==> src/hdl/csp_pkg.sv <==
// constants and types shared by the clock-synchronous serial port
package csp_pkg;
  // register byte offsets on the apb bus
  localparam logic [7:0] OFF_MODE  = 8'h00;
  localparam logic [7:0] OFF_CTRL0 = 8'h04;
  localparam logic [7:0] OFF_CTRL1 = 8'h08;
  localparam logic [7:0] OFF_RATE  = 8'h0C;
  localparam logic [7:0] OFF_TXBUF = 8'h10;
  localparam logic [7:0] OFF_RXBUF = 8'h14;
  localparam logic [7:0] OFF_IREQ  = 8'h18;
  // mode register fields
  localparam int MODE_SEL0_B   = 0;
  localparam int MODE_SEL1_B   = 1;
  localparam int MODE_SEL2_B   = 2;
  localparam int MODE_EXTCLK_B = 3;
  // control register 0 fields
  localparam int CTRL0_CS_LO_B   = 0;
  localparam int CTRL0_CS_HI_B   = 1;
  localparam int CTRL0_HS_B      = 2;
  localparam int CTRL0_TXEMPTY_B = 3;
  // control register 1 fields
  localparam int CTRL1_TE_B  = 0;
  localparam int CTRL1_TI_B  = 1;
  localparam int CTRL1_RE_B  = 2;
  localparam int CTRL1_RI_B  = 3;
  localparam int CTRL1_OER_B = 4;
  // interrupt request register fields
  localparam int IREQ_TX_B = 0;
  localparam int IREQ_RX_B = 1;
  // reset values
  localparam logic [7:0] MODE_RST  = 8'h00;
  localparam logic [7:0] RATE_RST  = 8'h00;
  localparam logic [7:0] BYTE_ZERO = 8'h00;
  // word length and the bit index of the last bit
  localparam int         WORD_BITS = 8;
  localparam logic [3:0] LAST_BIT  = 4'h7;
  // internal clock source dividers selected by the two source bits
  localparam logic [9:0] DIV_SRC0 = 10'h001;
  localparam logic [9:0] DIV_SRC1 = 10'h008;
  localparam logic [9:0] DIV_SRC2 = 10'h020;
  localparam logic [9:0] DIV_SRC3 = 10'h200;
  typedef enum logic [0:0] {
    TX_IDLE  = 1'b0,
    TX_SHIFT = 1'b1
  } csp_tx_state_e;
endpackage : csp_pkg

==> src/hdl/csp_core_if.sv <==
// signals between the port core, its clock generator and its receiver
`timescale 1ns/1ps
interface csp_core_if;
  logic       run;
  logic [1:0] clk_sel;
  logic [7:0] rate;
  logic       int_fall;
  logic       int_rise;
  logic       int_level;
  logic       rx_en;
  logic       rx_rise;
  logic       rx_bit;
  logic [7:0] rx_word;
  logic       rx_done;
  logic       rx_active;
  modport gen  (input run, clk_sel, rate, output int_fall, int_rise, int_level);
  modport rx   (input rx_en, rx_rise, rx_bit, output rx_word, rx_done, rx_active);
  modport core (output run, clk_sel, rate, rx_en, rx_rise, rx_bit,
                input int_fall, int_rise, int_level, rx_word, rx_done, rx_active);
endinterface : csp_core_if

==> src/hdl/csp_top.sv <==
// clock-synchronous serial port with apb register access
// Operation
// - sync mode when mode bits are 001
// - words are always eight bits
// - mode bit 3 picks internal or external clock
// - mode bits 4-7 stored but ignored
// - source clock divided by rate+1, then two
// - control0 bit 2 picks cts input or rts
// - start needs enable, full buffer, cts low when cts selected
// - data driven on falling clock, lsb first
// - buffer-empty clears on write, sets on load
// - shift register reloads automatically when start holds
// - rts selected means cts is ignored
// - enable, empty and cts ignored mid-word
// - start checked while end strobe is high
// - shift-empty sets cycle after end strobe rises
// - buffer-empty rising sets transmit request bit
// - receive enable bit enables reception
// - rts high when disabled or cts selected, low when ready
// - sample on rising clock, eight bits to buffer
// - buffer-full rising sets receive request bit
// - overrun when new word meets full buffer
// - buffer read clears full and overrun
`timescale 1ns/1ps
module csp_top (
  input  wire logic        ref_clk,
  input  wire logic        reset,
  input  wire logic        psel,
  input  wire logic        penable,
  input  wire logic        pwrite,
  input  wire logic [7:0]  paddr,
  input  wire logic [31:0] pwdata,
  output logic      [31:0] prdata,
  output logic             pready,
  output logic             pslverr,
  input  wire logic        serial_shift_clock_in,
  output logic             serial_shift_clock_out,
  output logic             serial_shift_clock_oe,
  output logic             serial_data_out,
  input  wire logic        serial_data_in,
  input  wire logic        clear_to_send_in_n,
  output logic             ready_to_receive_out_n
);
  typedef struct packed {
    logic [7:0]                 mode;
    logic [1:0]                 clk_src;
    logic                       hs_sel;
    logic [7:0]                 rate;
    logic                       te;
    logic                       ti;
    logic                       re;
    logic                       ri;
    logic                       oer;
    logic                       shift_empty;
    logic                       tx_irq;
    logic                       rx_irq;
    logic [7:0]                 txbuf;
    logic [7:0]                 rxbuf;
    csp_pkg::csp_tx_state_e     tx_state;
    logic [7:0]                 tx_sh;
    logic [3:0]                 tx_cnt;
    logic                       tx_end;
    logic                       txd;
    logic                       rts_n;
    logic                       sclk_oe;
    logic                       sclk_s1;
    logic                       sclk_s2;
    logic                       sclk_prev;
    logic                       rxd_s1;
    logic                       rxd_s2;
    logic                       cts_s1;
    logic                       cts_s2;
    logic [31:0]                prdata;
    logic                       pready;
    logic                       pslverr;
  } csp_top_s;

  csp_top_s    s_reg;
  csp_top_s    s_next;
  csp_core_if  lnk ();
  logic        sync_on;
  logic        ext_clk;
  logic        fall_p;
  logic        rise_p;
  logic        start_ok;
  logic        setup;
  logic        access;
  logic [31:0] rd_word;
  logic        hit;

  csp_clk_gen u_clk_gen (
    .ref_clk (ref_clk),
    .reset   (reset),
    .lnk     (lnk.gen)
  );

  csp_rx_shift u_rx_shift (
    .ref_clk (ref_clk),
    .reset   (reset),
    .lnk     (lnk.rx)
  );

  // mode decode; bits 4 to 7 are stored but steer nothing here
  assign sync_on = s_reg.mode[csp_pkg::MODE_SEL0_B] &
                   ~s_reg.mode[csp_pkg::MODE_SEL1_B] &
                   ~s_reg.mode[csp_pkg::MODE_SEL2_B];
  assign ext_clk = s_reg.mode[csp_pkg::MODE_EXTCLK_B];

  // shift clock edges from the pin or from the generator
  assign fall_p = ext_clk ? (s_reg.sclk_prev & ~s_reg.sclk_s2) : lnk.int_fall;
  assign rise_p = ext_clk ? (~s_reg.sclk_prev & s_reg.sclk_s2) : lnk.int_rise;

  // cts only gates when selected as input
  assign start_ok = s_reg.te & ~s_reg.ti &
                    (s_reg.hs_sel | ~s_reg.cts_s2);

  // generator runs only while a word is shifting; source bits unused on external clock
  assign lnk.run     = sync_on & ~ext_clk & (s_reg.tx_state == csp_pkg::TX_SHIFT) &
                       ~(rise_p & (s_reg.tx_cnt == csp_pkg::LAST_BIT));
  assign lnk.clk_sel = s_reg.clk_src;
  assign lnk.rate    = s_reg.rate;
  assign lnk.rx_en   = sync_on & s_reg.re;
  assign lnk.rx_rise = rise_p;
  assign lnk.rx_bit  = s_reg.rxd_s2;

  assign setup  = psel & ~penable;
  assign access = psel & penable & s_reg.pready;

  // read data and address decode
  always_comb begin
    hit     = 1'b1;
    rd_word = 32'h0000_0000;
    unique case (paddr)
      csp_pkg::OFF_MODE: begin
        rd_word[7:0] = s_reg.mode;
      end
      csp_pkg::OFF_CTRL0: begin
        rd_word[csp_pkg::CTRL0_CS_LO_B]   = s_reg.clk_src[0];
        rd_word[csp_pkg::CTRL0_CS_HI_B]   = s_reg.clk_src[1];
        rd_word[csp_pkg::CTRL0_HS_B]      = s_reg.hs_sel;
        rd_word[csp_pkg::CTRL0_TXEMPTY_B] = s_reg.shift_empty;
      end
      csp_pkg::OFF_CTRL1: begin
        rd_word[csp_pkg::CTRL1_TE_B]  = s_reg.te;
        rd_word[csp_pkg::CTRL1_TI_B]  = s_reg.ti;
        rd_word[csp_pkg::CTRL1_RE_B]  = s_reg.re;
        rd_word[csp_pkg::CTRL1_RI_B]  = s_reg.ri;
        rd_word[csp_pkg::CTRL1_OER_B] = s_reg.oer;
      end
      csp_pkg::OFF_RATE: begin
        rd_word[7:0] = s_reg.rate;
      end
      csp_pkg::OFF_TXBUF: begin
        rd_word[7:0] = s_reg.txbuf;
      end
      csp_pkg::OFF_RXBUF: begin
        rd_word[7:0] = s_reg.rxbuf;
      end
      csp_pkg::OFF_IREQ: begin
        rd_word[csp_pkg::IREQ_TX_B] = s_reg.tx_irq;
        rd_word[csp_pkg::IREQ_RX_B] = s_reg.rx_irq;
      end
      default: begin
        hit = 1'b0;
      end
    endcase
  end

  always_comb begin
    s_next = s_reg;
    // pin synchronisers
    s_next.sclk_s1   = serial_shift_clock_in;
    s_next.sclk_s2   = s_reg.sclk_s1;
    s_next.sclk_prev = s_reg.sclk_s2;
    s_next.rxd_s1    = serial_data_in;
    s_next.rxd_s2    = s_reg.rxd_s1;
    s_next.cts_s1    = clear_to_send_in_n;
    s_next.cts_s2    = s_reg.cts_s1;
    // apb: answer in the cycle after setup
    s_next.pready = setup;
    if (setup) begin
      s_next.prdata  = rd_word;
      s_next.pslverr = ~hit;
    end
    // transmitter
    if (!sync_on) begin
      s_next.tx_state = csp_pkg::TX_IDLE;
      s_next.tx_end   = 1'b1;
      s_next.txd      = 1'b1;
    end else begin
      unique case (s_reg.tx_state)
        csp_pkg::TX_IDLE: begin
          if (s_reg.tx_end && start_ok) begin
            s_next.tx_state    = csp_pkg::TX_SHIFT;
            s_next.tx_end      = 1'b0;
            s_next.tx_sh       = s_reg.txbuf;
            s_next.tx_cnt      = 4'h0;
            s_next.ti          = 1'b1;
            s_next.shift_empty = 1'b0;
          end else if (s_reg.tx_end) begin
            s_next.shift_empty = 1'b1;
          end
        end
        csp_pkg::TX_SHIFT: begin
          // enable, empty flag and cts are not looked at here
          if (fall_p) begin
            s_next.txd   = s_reg.tx_sh[0];
            s_next.tx_sh = {1'b0, s_reg.tx_sh[7:1]};
          end
          if (rise_p) begin
            if (s_reg.tx_cnt == csp_pkg::LAST_BIT) begin
              s_next.tx_state = csp_pkg::TX_IDLE;
              s_next.tx_end   = 1'b1;
            end else begin
              s_next.tx_cnt = s_reg.tx_cnt + 4'h1;
            end
          end
        end
      endcase
    end
    // register writes take effect at the completing access edge
    if (access && pwrite && !s_reg.pslverr) begin
      unique case (paddr)
        csp_pkg::OFF_MODE: begin
          s_next.mode = pwdata[7:0];
        end
        csp_pkg::OFF_CTRL0: begin
          s_next.clk_src = {pwdata[csp_pkg::CTRL0_CS_HI_B], pwdata[csp_pkg::CTRL0_CS_LO_B]};
          s_next.hs_sel  = pwdata[csp_pkg::CTRL0_HS_B];
        end
        csp_pkg::OFF_CTRL1: begin
          s_next.te = pwdata[csp_pkg::CTRL1_TE_B];
          s_next.re = pwdata[csp_pkg::CTRL1_RE_B];
          if (!pwdata[csp_pkg::CTRL1_RE_B]) begin
            s_next.oer = 1'b0;
          end
        end
        csp_pkg::OFF_RATE: begin
          s_next.rate = pwdata[7:0];
        end
        csp_pkg::OFF_TXBUF: begin
          s_next.txbuf = pwdata[7:0];
          s_next.ti    = 1'b0;
        end
        csp_pkg::OFF_IREQ: begin
          s_next.tx_irq = s_reg.tx_irq & ~pwdata[csp_pkg::IREQ_TX_B];
          s_next.rx_irq = s_reg.rx_irq & ~pwdata[csp_pkg::IREQ_RX_B];
        end
        default: begin
        end
      endcase
    end
    // reading the receive buffer clears full and overrun
    if (access && !pwrite && (paddr == csp_pkg::OFF_RXBUF)) begin
      s_next.ri  = 1'b0;
      s_next.oer = 1'b0;
    end
    // received word lands in the buffer; set wins over clear
    if (lnk.rx_done) begin
      s_next.rxbuf = lnk.rx_word;
      s_next.ri    = 1'b1;
      if (s_reg.ri) begin
        s_next.oer = 1'b1;
      end
    end
    // request bits on rising flags
    if (s_next.ti && !s_reg.ti) begin
      s_next.tx_irq = 1'b1;
    end
    if (s_next.ri && !s_reg.ri) begin
      s_next.rx_irq = 1'b1;
    end
    // ready-to-receive: low while rts selected, enabled and no word in progress
    s_next.rts_n   = ~(sync_on & s_reg.hs_sel & s_reg.re & ~lnk.rx_active);
    s_next.sclk_oe = sync_on & ~ext_clk;
  end

  always_ff @(posedge ref_clk) begin
    if (reset) begin
      s_reg <= '{mode: csp_pkg::MODE_RST, clk_src: 2'h0, hs_sel: 1'b0,
                 rate: csp_pkg::RATE_RST, te: 1'b0, ti: 1'b1, re: 1'b0, ri: 1'b0,
                 oer: 1'b0, shift_empty: 1'b1, tx_irq: 1'b0, rx_irq: 1'b0,
                 txbuf: csp_pkg::BYTE_ZERO, rxbuf: csp_pkg::BYTE_ZERO,
                 tx_state: csp_pkg::TX_IDLE, tx_sh: csp_pkg::BYTE_ZERO, tx_cnt: 4'h0,
                 tx_end: 1'b1, txd: 1'b1, rts_n: 1'b1, sclk_oe: 1'b0,
                 sclk_s1: 1'b1, sclk_s2: 1'b1, sclk_prev: 1'b1,
                 rxd_s1: 1'b1, rxd_s2: 1'b1, cts_s1: 1'b1, cts_s2: 1'b1,
                 prdata: 32'h0000_0000, pready: 1'b0, pslverr: 1'b0};
    end else begin
      s_reg <= s_next;
    end
  end

  assign prdata                 = s_reg.prdata;
  assign pready                 = s_reg.pready;
  assign pslverr                = s_reg.pslverr;
  assign serial_shift_clock_out = lnk.int_level;
  assign serial_shift_clock_oe  = s_reg.sclk_oe;
  assign serial_data_out        = s_reg.txd;
  assign ready_to_receive_out_n = s_reg.rts_n;
endmodule : csp_top

==> src/hdl/csp_clk_gen.sv <==
// internal shift clock generator: source divider, rate divider, divide by two
`timescale 1ns/1ps
module csp_clk_gen (
  input wire logic ref_clk,
  input wire logic reset,
  csp_core_if.gen  lnk
);
  typedef struct packed {
    logic [9:0] pre;
    logic [7:0] cnt;
    logic       level;
    logic       fall;
    logic       rise;
  } csp_gen_s;

  csp_gen_s   s_reg;
  csp_gen_s   s_next;
  logic [9:0] div;

  always_comb begin
    s_next      = s_reg;
    s_next.fall = 1'b0;
    s_next.rise = 1'b0;
    unique case (lnk.clk_sel)
      2'h0: div = csp_pkg::DIV_SRC0;
      2'h1: div = csp_pkg::DIV_SRC1;
      2'h2: div = csp_pkg::DIV_SRC2;
      2'h3: div = csp_pkg::DIV_SRC3;
    endcase
    if (!lnk.run) begin
      s_next.pre   = 10'h000;
      s_next.cnt   = 8'h00;
      s_next.level = 1'b1;
    end else if (s_reg.pre == div - 10'h001) begin
      s_next.pre = 10'h000;
      // half period is rate plus one source ticks
      if (s_reg.cnt == lnk.rate) begin
        s_next.cnt   = 8'h00;
        s_next.level = ~s_reg.level;
        s_next.fall  = s_reg.level;
        s_next.rise  = ~s_reg.level;
      end else begin
        s_next.cnt = s_reg.cnt + 8'h01;
      end
    end else begin
      s_next.pre = s_reg.pre + 10'h001;
    end
  end

  always_ff @(posedge ref_clk) begin
    if (reset) begin
      s_reg <= '{pre: 10'h000, cnt: 8'h00, level: 1'b1, fall: 1'b0, rise: 1'b0};
    end else begin
      s_reg <= s_next;
    end
  end

  assign lnk.int_fall  = s_reg.fall;
  assign lnk.int_rise  = s_reg.rise;
  assign lnk.int_level = s_reg.level;
endmodule : csp_clk_gen

==> src/hdl/csp_rx_shift.sv <==
// receive shift register: samples on rising shift clock, lsb first
`timescale 1ns/1ps
module csp_rx_shift (
  input wire logic ref_clk,
  input wire logic reset,
  csp_core_if.rx   lnk
);
  typedef struct packed {
    logic [7:0] sh;
    logic [3:0] cnt;
    logic [7:0] word;
    logic       done;
  } csp_rx_s;

  csp_rx_s s_reg;
  csp_rx_s s_next;

  always_comb begin
    s_next      = s_reg;
    s_next.done = 1'b0;
    if (!lnk.rx_en) begin
      s_next.cnt = 4'h0;
    end else if (lnk.rx_rise) begin
      s_next.sh = {lnk.rx_bit, s_reg.sh[7:1]};
      if (s_reg.cnt == csp_pkg::LAST_BIT) begin
        s_next.cnt  = 4'h0;
        s_next.word = {lnk.rx_bit, s_reg.sh[7:1]};
        s_next.done = 1'b1;
      end else begin
        s_next.cnt = s_reg.cnt + 4'h1;
      end
    end
  end

  always_ff @(posedge ref_clk) begin
    if (reset) begin
      s_reg <= '{sh: 8'h00, cnt: 4'h0, word: 8'h00, done: 1'b0};
    end else begin
      s_reg <= s_next;
    end
  end

  assign lnk.rx_word   = s_reg.word;
  assign lnk.rx_done   = s_reg.done;
  assign lnk.rx_active = (s_reg.cnt != 4'h0);
endmodule : csp_rx_shift

==> config.mk <==
export PLATFORM = sky130hd
export DESIGN_NAME = csp_top
export DESIGN_NICKNAME = d
export VERILOG_FILES = /design/src/hdl/csp_pkg.sv /design/src/hdl/csp_core_if.sv /design/src/hdl/csp_top.sv /design/src/hdl/csp_clk_gen.sv /design/src/hdl/csp_rx_shift.sv
export SDC_FILE = /design/constraint.sdc
export NUM_CORES = 1
export LEC_CHECK = 0
export ABC_AREA = 1
export CAP_MARGIN = 20
export CORE_ASPECT_RATIO = 0.7
export CORE_MARGIN = 8
export CORE_UTILIZATION = 45
export CTS_CLUSTER_SIZE = 40
export DETAILED_ROUTE_END_ITERATION = 10
export DONT_BUFFER_PORTS = 1
export SLEW_MARGIN = 15
export SYNTH_ARGS = -nofsm -noshare
export SYNTH_HDL_FRONTEND = slang
export SYNTH_HIERARCHICAL = 1
export SYNTH_SLANG_ARGS = --single-unit
==> constraint.sdc <==
create_clock -name ref_clk -period 1.79 [get_ports ref_clk]
set_input_delay 0.358 -clock ref_clk [delete_from_list [all_inputs] [get_ports ref_clk]]
set_output_delay 0.358 -clock ref_clk [all_outputs]
set_load 0.005 [all_outputs]
==> reports/metrics.yaml <==
yosys:
  syn_avg_cell_area_sq_um: 7.11
  synth_simple_gate_area_frac: 0.329
  synth_top_family_by_area: "simple AND/OR/NAND/NOR gates"
  yosysWarnings: 6
  synthMuxAreaShare: 0
  ys_top_cells_by_count: "nand2_1, nor2_1, dfxtp_1"
  syn_inst: 819
  yosysSeqAreaShare: 0.405
  yosys.area.top_type: "dfxtp_1"
  netlist_area_sq_mm: 0.00583
  synth_adder_area_share: 0.0107
  ys_dominant_reg_cell: "dfxtp_1"
  yosys.area.top_type_share: 0.405
  ys_ff_latch: 118
  synthArstFlopShare: 0
  synth-xor-area-share: 0.00601
  synth_compound_area_frac: 0.120
  synth_edf_count: 0
  synth.most_common_cell: "nand2_1"
  synth_cell_types: 40
  synthTopCellsByArea: "dfxtp_1, nand2_1, nor2_1"
floorplanning:
  io_pins: 86
  die_h_um: 111
  die_w_um: 152
  placementRows: 34
  initial_core_util: 0.464
  die_area_sq_mm: 0.0169
  core-area_sq_mm: 0.0125
timing:
  slew_headroom: 0.627
  fin_crit_sh: 0.926
  fin_skew_ps: 10.4
  whs_ps: 18.0
  fmax_mhz: 603
  hold_viol: 0
  slew_viol_final: 0
  setup_viol: 0
  period_needed_ps: 1660
  worst_slew_pin_slew_ps: 559
place:
  gp_congestion: 0.917
  port_buffers: 0
  dp_hpwl_um: 11100
clocking:
  cts.htree.levels: 4
  numCtsBuffers: 17
  tritoncts: "yes"
  clk_pin_slew_ps: 60
  postCtsHoldBufs: 0
  clockBufferDepth: 2
  insertion_delay_ps: 410
  root_buffer: "clkbuf_16"
  clock-sinks: 118
layout:
  n_fill_cell: 1200
  area_delta_synth_final_pct: 12.6
  diodes: 0
  largest_register_ffs: 48
  nets: 881
  utilization: 0.523
  regArea_sq_mm: 0.00236
  layout-drive-gt1-share: 0.158
  multiInputGateArea_sq_mm: 0.00288
global_routing:
  overflow: 0
  grt.total_usage: 0.175
  grt_max_degree: 30
  grt_pass1_wl_um: 24100
  antenna_found_initial: 0
  grt_pass1_vias: 4827
outcome:
  status: "finished, final reports clean"
route:
  wl_um: 14600
  via_per_inst: 5.06
  drtPass1Iterations: 5
  wl_per_cell_um: 14.6
  postRouteAntennaNets: 0
  dr_total_vias: 5074
  drc: 0
  drtIter0Drc: 413
power:
  power.density_mw_per_mm2: 928
  p_comb_frac: 0.024
  p_int_mw: 4.76
  pwr-share-seq: 0.436
  p_leak_nw: 2.87
  ir_drop_mv: 0.611
  power.switching_mw: 1.33
  swShare: 0.218
  p_clk_frac: 0.540
worst_setup_path:
  crit_path_top_delay_cell: "dfxtp_2"
  start_kind: "flip-flop"
  cpPeakStageDelay_ps: 330
  required_ps: 2130
  path_class: "flip-flop to flip-flop"
  crit_family: "simple AND/OR/NAND/NOR gates"
  crit_chain: "ha_4, nand2_2, inv_2, nand3_2, nand2_2, nor3_2, inv_1, nor2_2, buf_6, nand2_8, buf_6, a21oi_1"
  crit_path_max_fanout: 5
  cp-end-kind: "flip-flop"
  critPathArrivalTime_ps: 1990
  critical_path_buf_inv_count: 4
min_path:
  hold_class: "input port to flip-flop"
flow_run:
  cap_violations: 0
## per-stage QoR
step	setup WS (ps)	cell area, sq um	setup TNS (ps)	instances	total power, mW
floorplan	52.4	5910	0	842	2.85
global placement	50.9	5880	0	969	2.85
detailed placement	51.1	5880	0	969	2.85
CTS	24.3	6450	0	1001	6.12
global route	-0.199	6560	-0.199	1003	6.26
finish	132	6560	0	1003	6.08
## power groups by stage
| stage | registers (mW) | logic [mW] | clock network, mW |
|---|---|---|---|
| CTS | 2.65 | 0.142 | 3.33 |
| global route | 2.65 | 0.163 | 3.44 |
| detailed placement | 2.71 | 0.142 | 0 |
| finish | 2.65 | 0.148 | 3.29 |
| floorplan | 2.70 | 0.152 | 0 |
| global placement | 2.71 | 0.140 | 0 |
## metal layers
metal  GRT usage  vias up  wire [um]
li1            -     2562          -
met1       0.240     2310       7250
met2       0.243      188       5830
met3      0.0662       14       1380
met4      0.0584        0        168
met5           0        -          0
## kinds of logic (layout without fill, tap and decap cells)
| group | Yosys count | in the layout |
|---|---|---|
| compound gates | 137 | 137 |
| xor+xnor | 4 | 4 |
| simple gates | 405 | 405 |
| other cells | 1 | 24 |
| flops | 118 | 118 |
| buf+inv | 149 | 148 |
| fa+ha+maj | 5 | 5 |
## worst register-to-register path, delay by kind of cell (launching register included)
family | cells | cell delay, ps
buffers and inverters | 4 | 420
AOI/OAI and AO/OA | 1 | 100
adders and majority gates | 1 | 160
DFF | 1 | 330
and+or+nand+nor | 6 | 570
## area by class of cell
| cell class | instances | area share |
|---|---|---|
| flip-flops and latches | 118 | 0.360 |
| clock inverters | 12 | 0.0198 |
| clock buffers | 20 | 0.0681 |
| well taps | 162 | 0.0309 |
| repair buffers | 23 | 0.0280 |
| multi-input cells | 575 | 0.439 |
| inverters | 93 | 0.0534 |
## cell usage in the layout, fill, tap and decap left out, types with 10 or more instances in the layout
cell / n
nor2_1: 119
nand2_1: 159
conb_1: 24
o21ai_0: 66
a21oi_1: 52
dfxtp_1: 116
o21ai_1: 12
inv_2: 16
nand2_2: 13
inv_1: 75
or2_2: 10
buf_4: 20
clkbuf_16: 17
nand3_1: 52
## path summary, 6_finish.rpt
path              start             endpoint  slack [ps]  depth (start not counted)
min               reset            prdata[6]          20                          1
max reg2reg   s_reg[45]  u_clk_gen/s_reg[14]         130                         12
max           s_reg[45]  u_clk_gen/s_reg[14]         130                         12
min reg2reg  s_next[36]           lnk.rx_bit         430                          1
## what timing repair did
| action | in CTS | in global routing |
|---|---|---|
| setup buffers | 0 | 2 |
| gates resized for setup | 0 | 23 |
| endpoints found under the setup margin | 0 | 26 |
(Power assumes the default switching activity.)
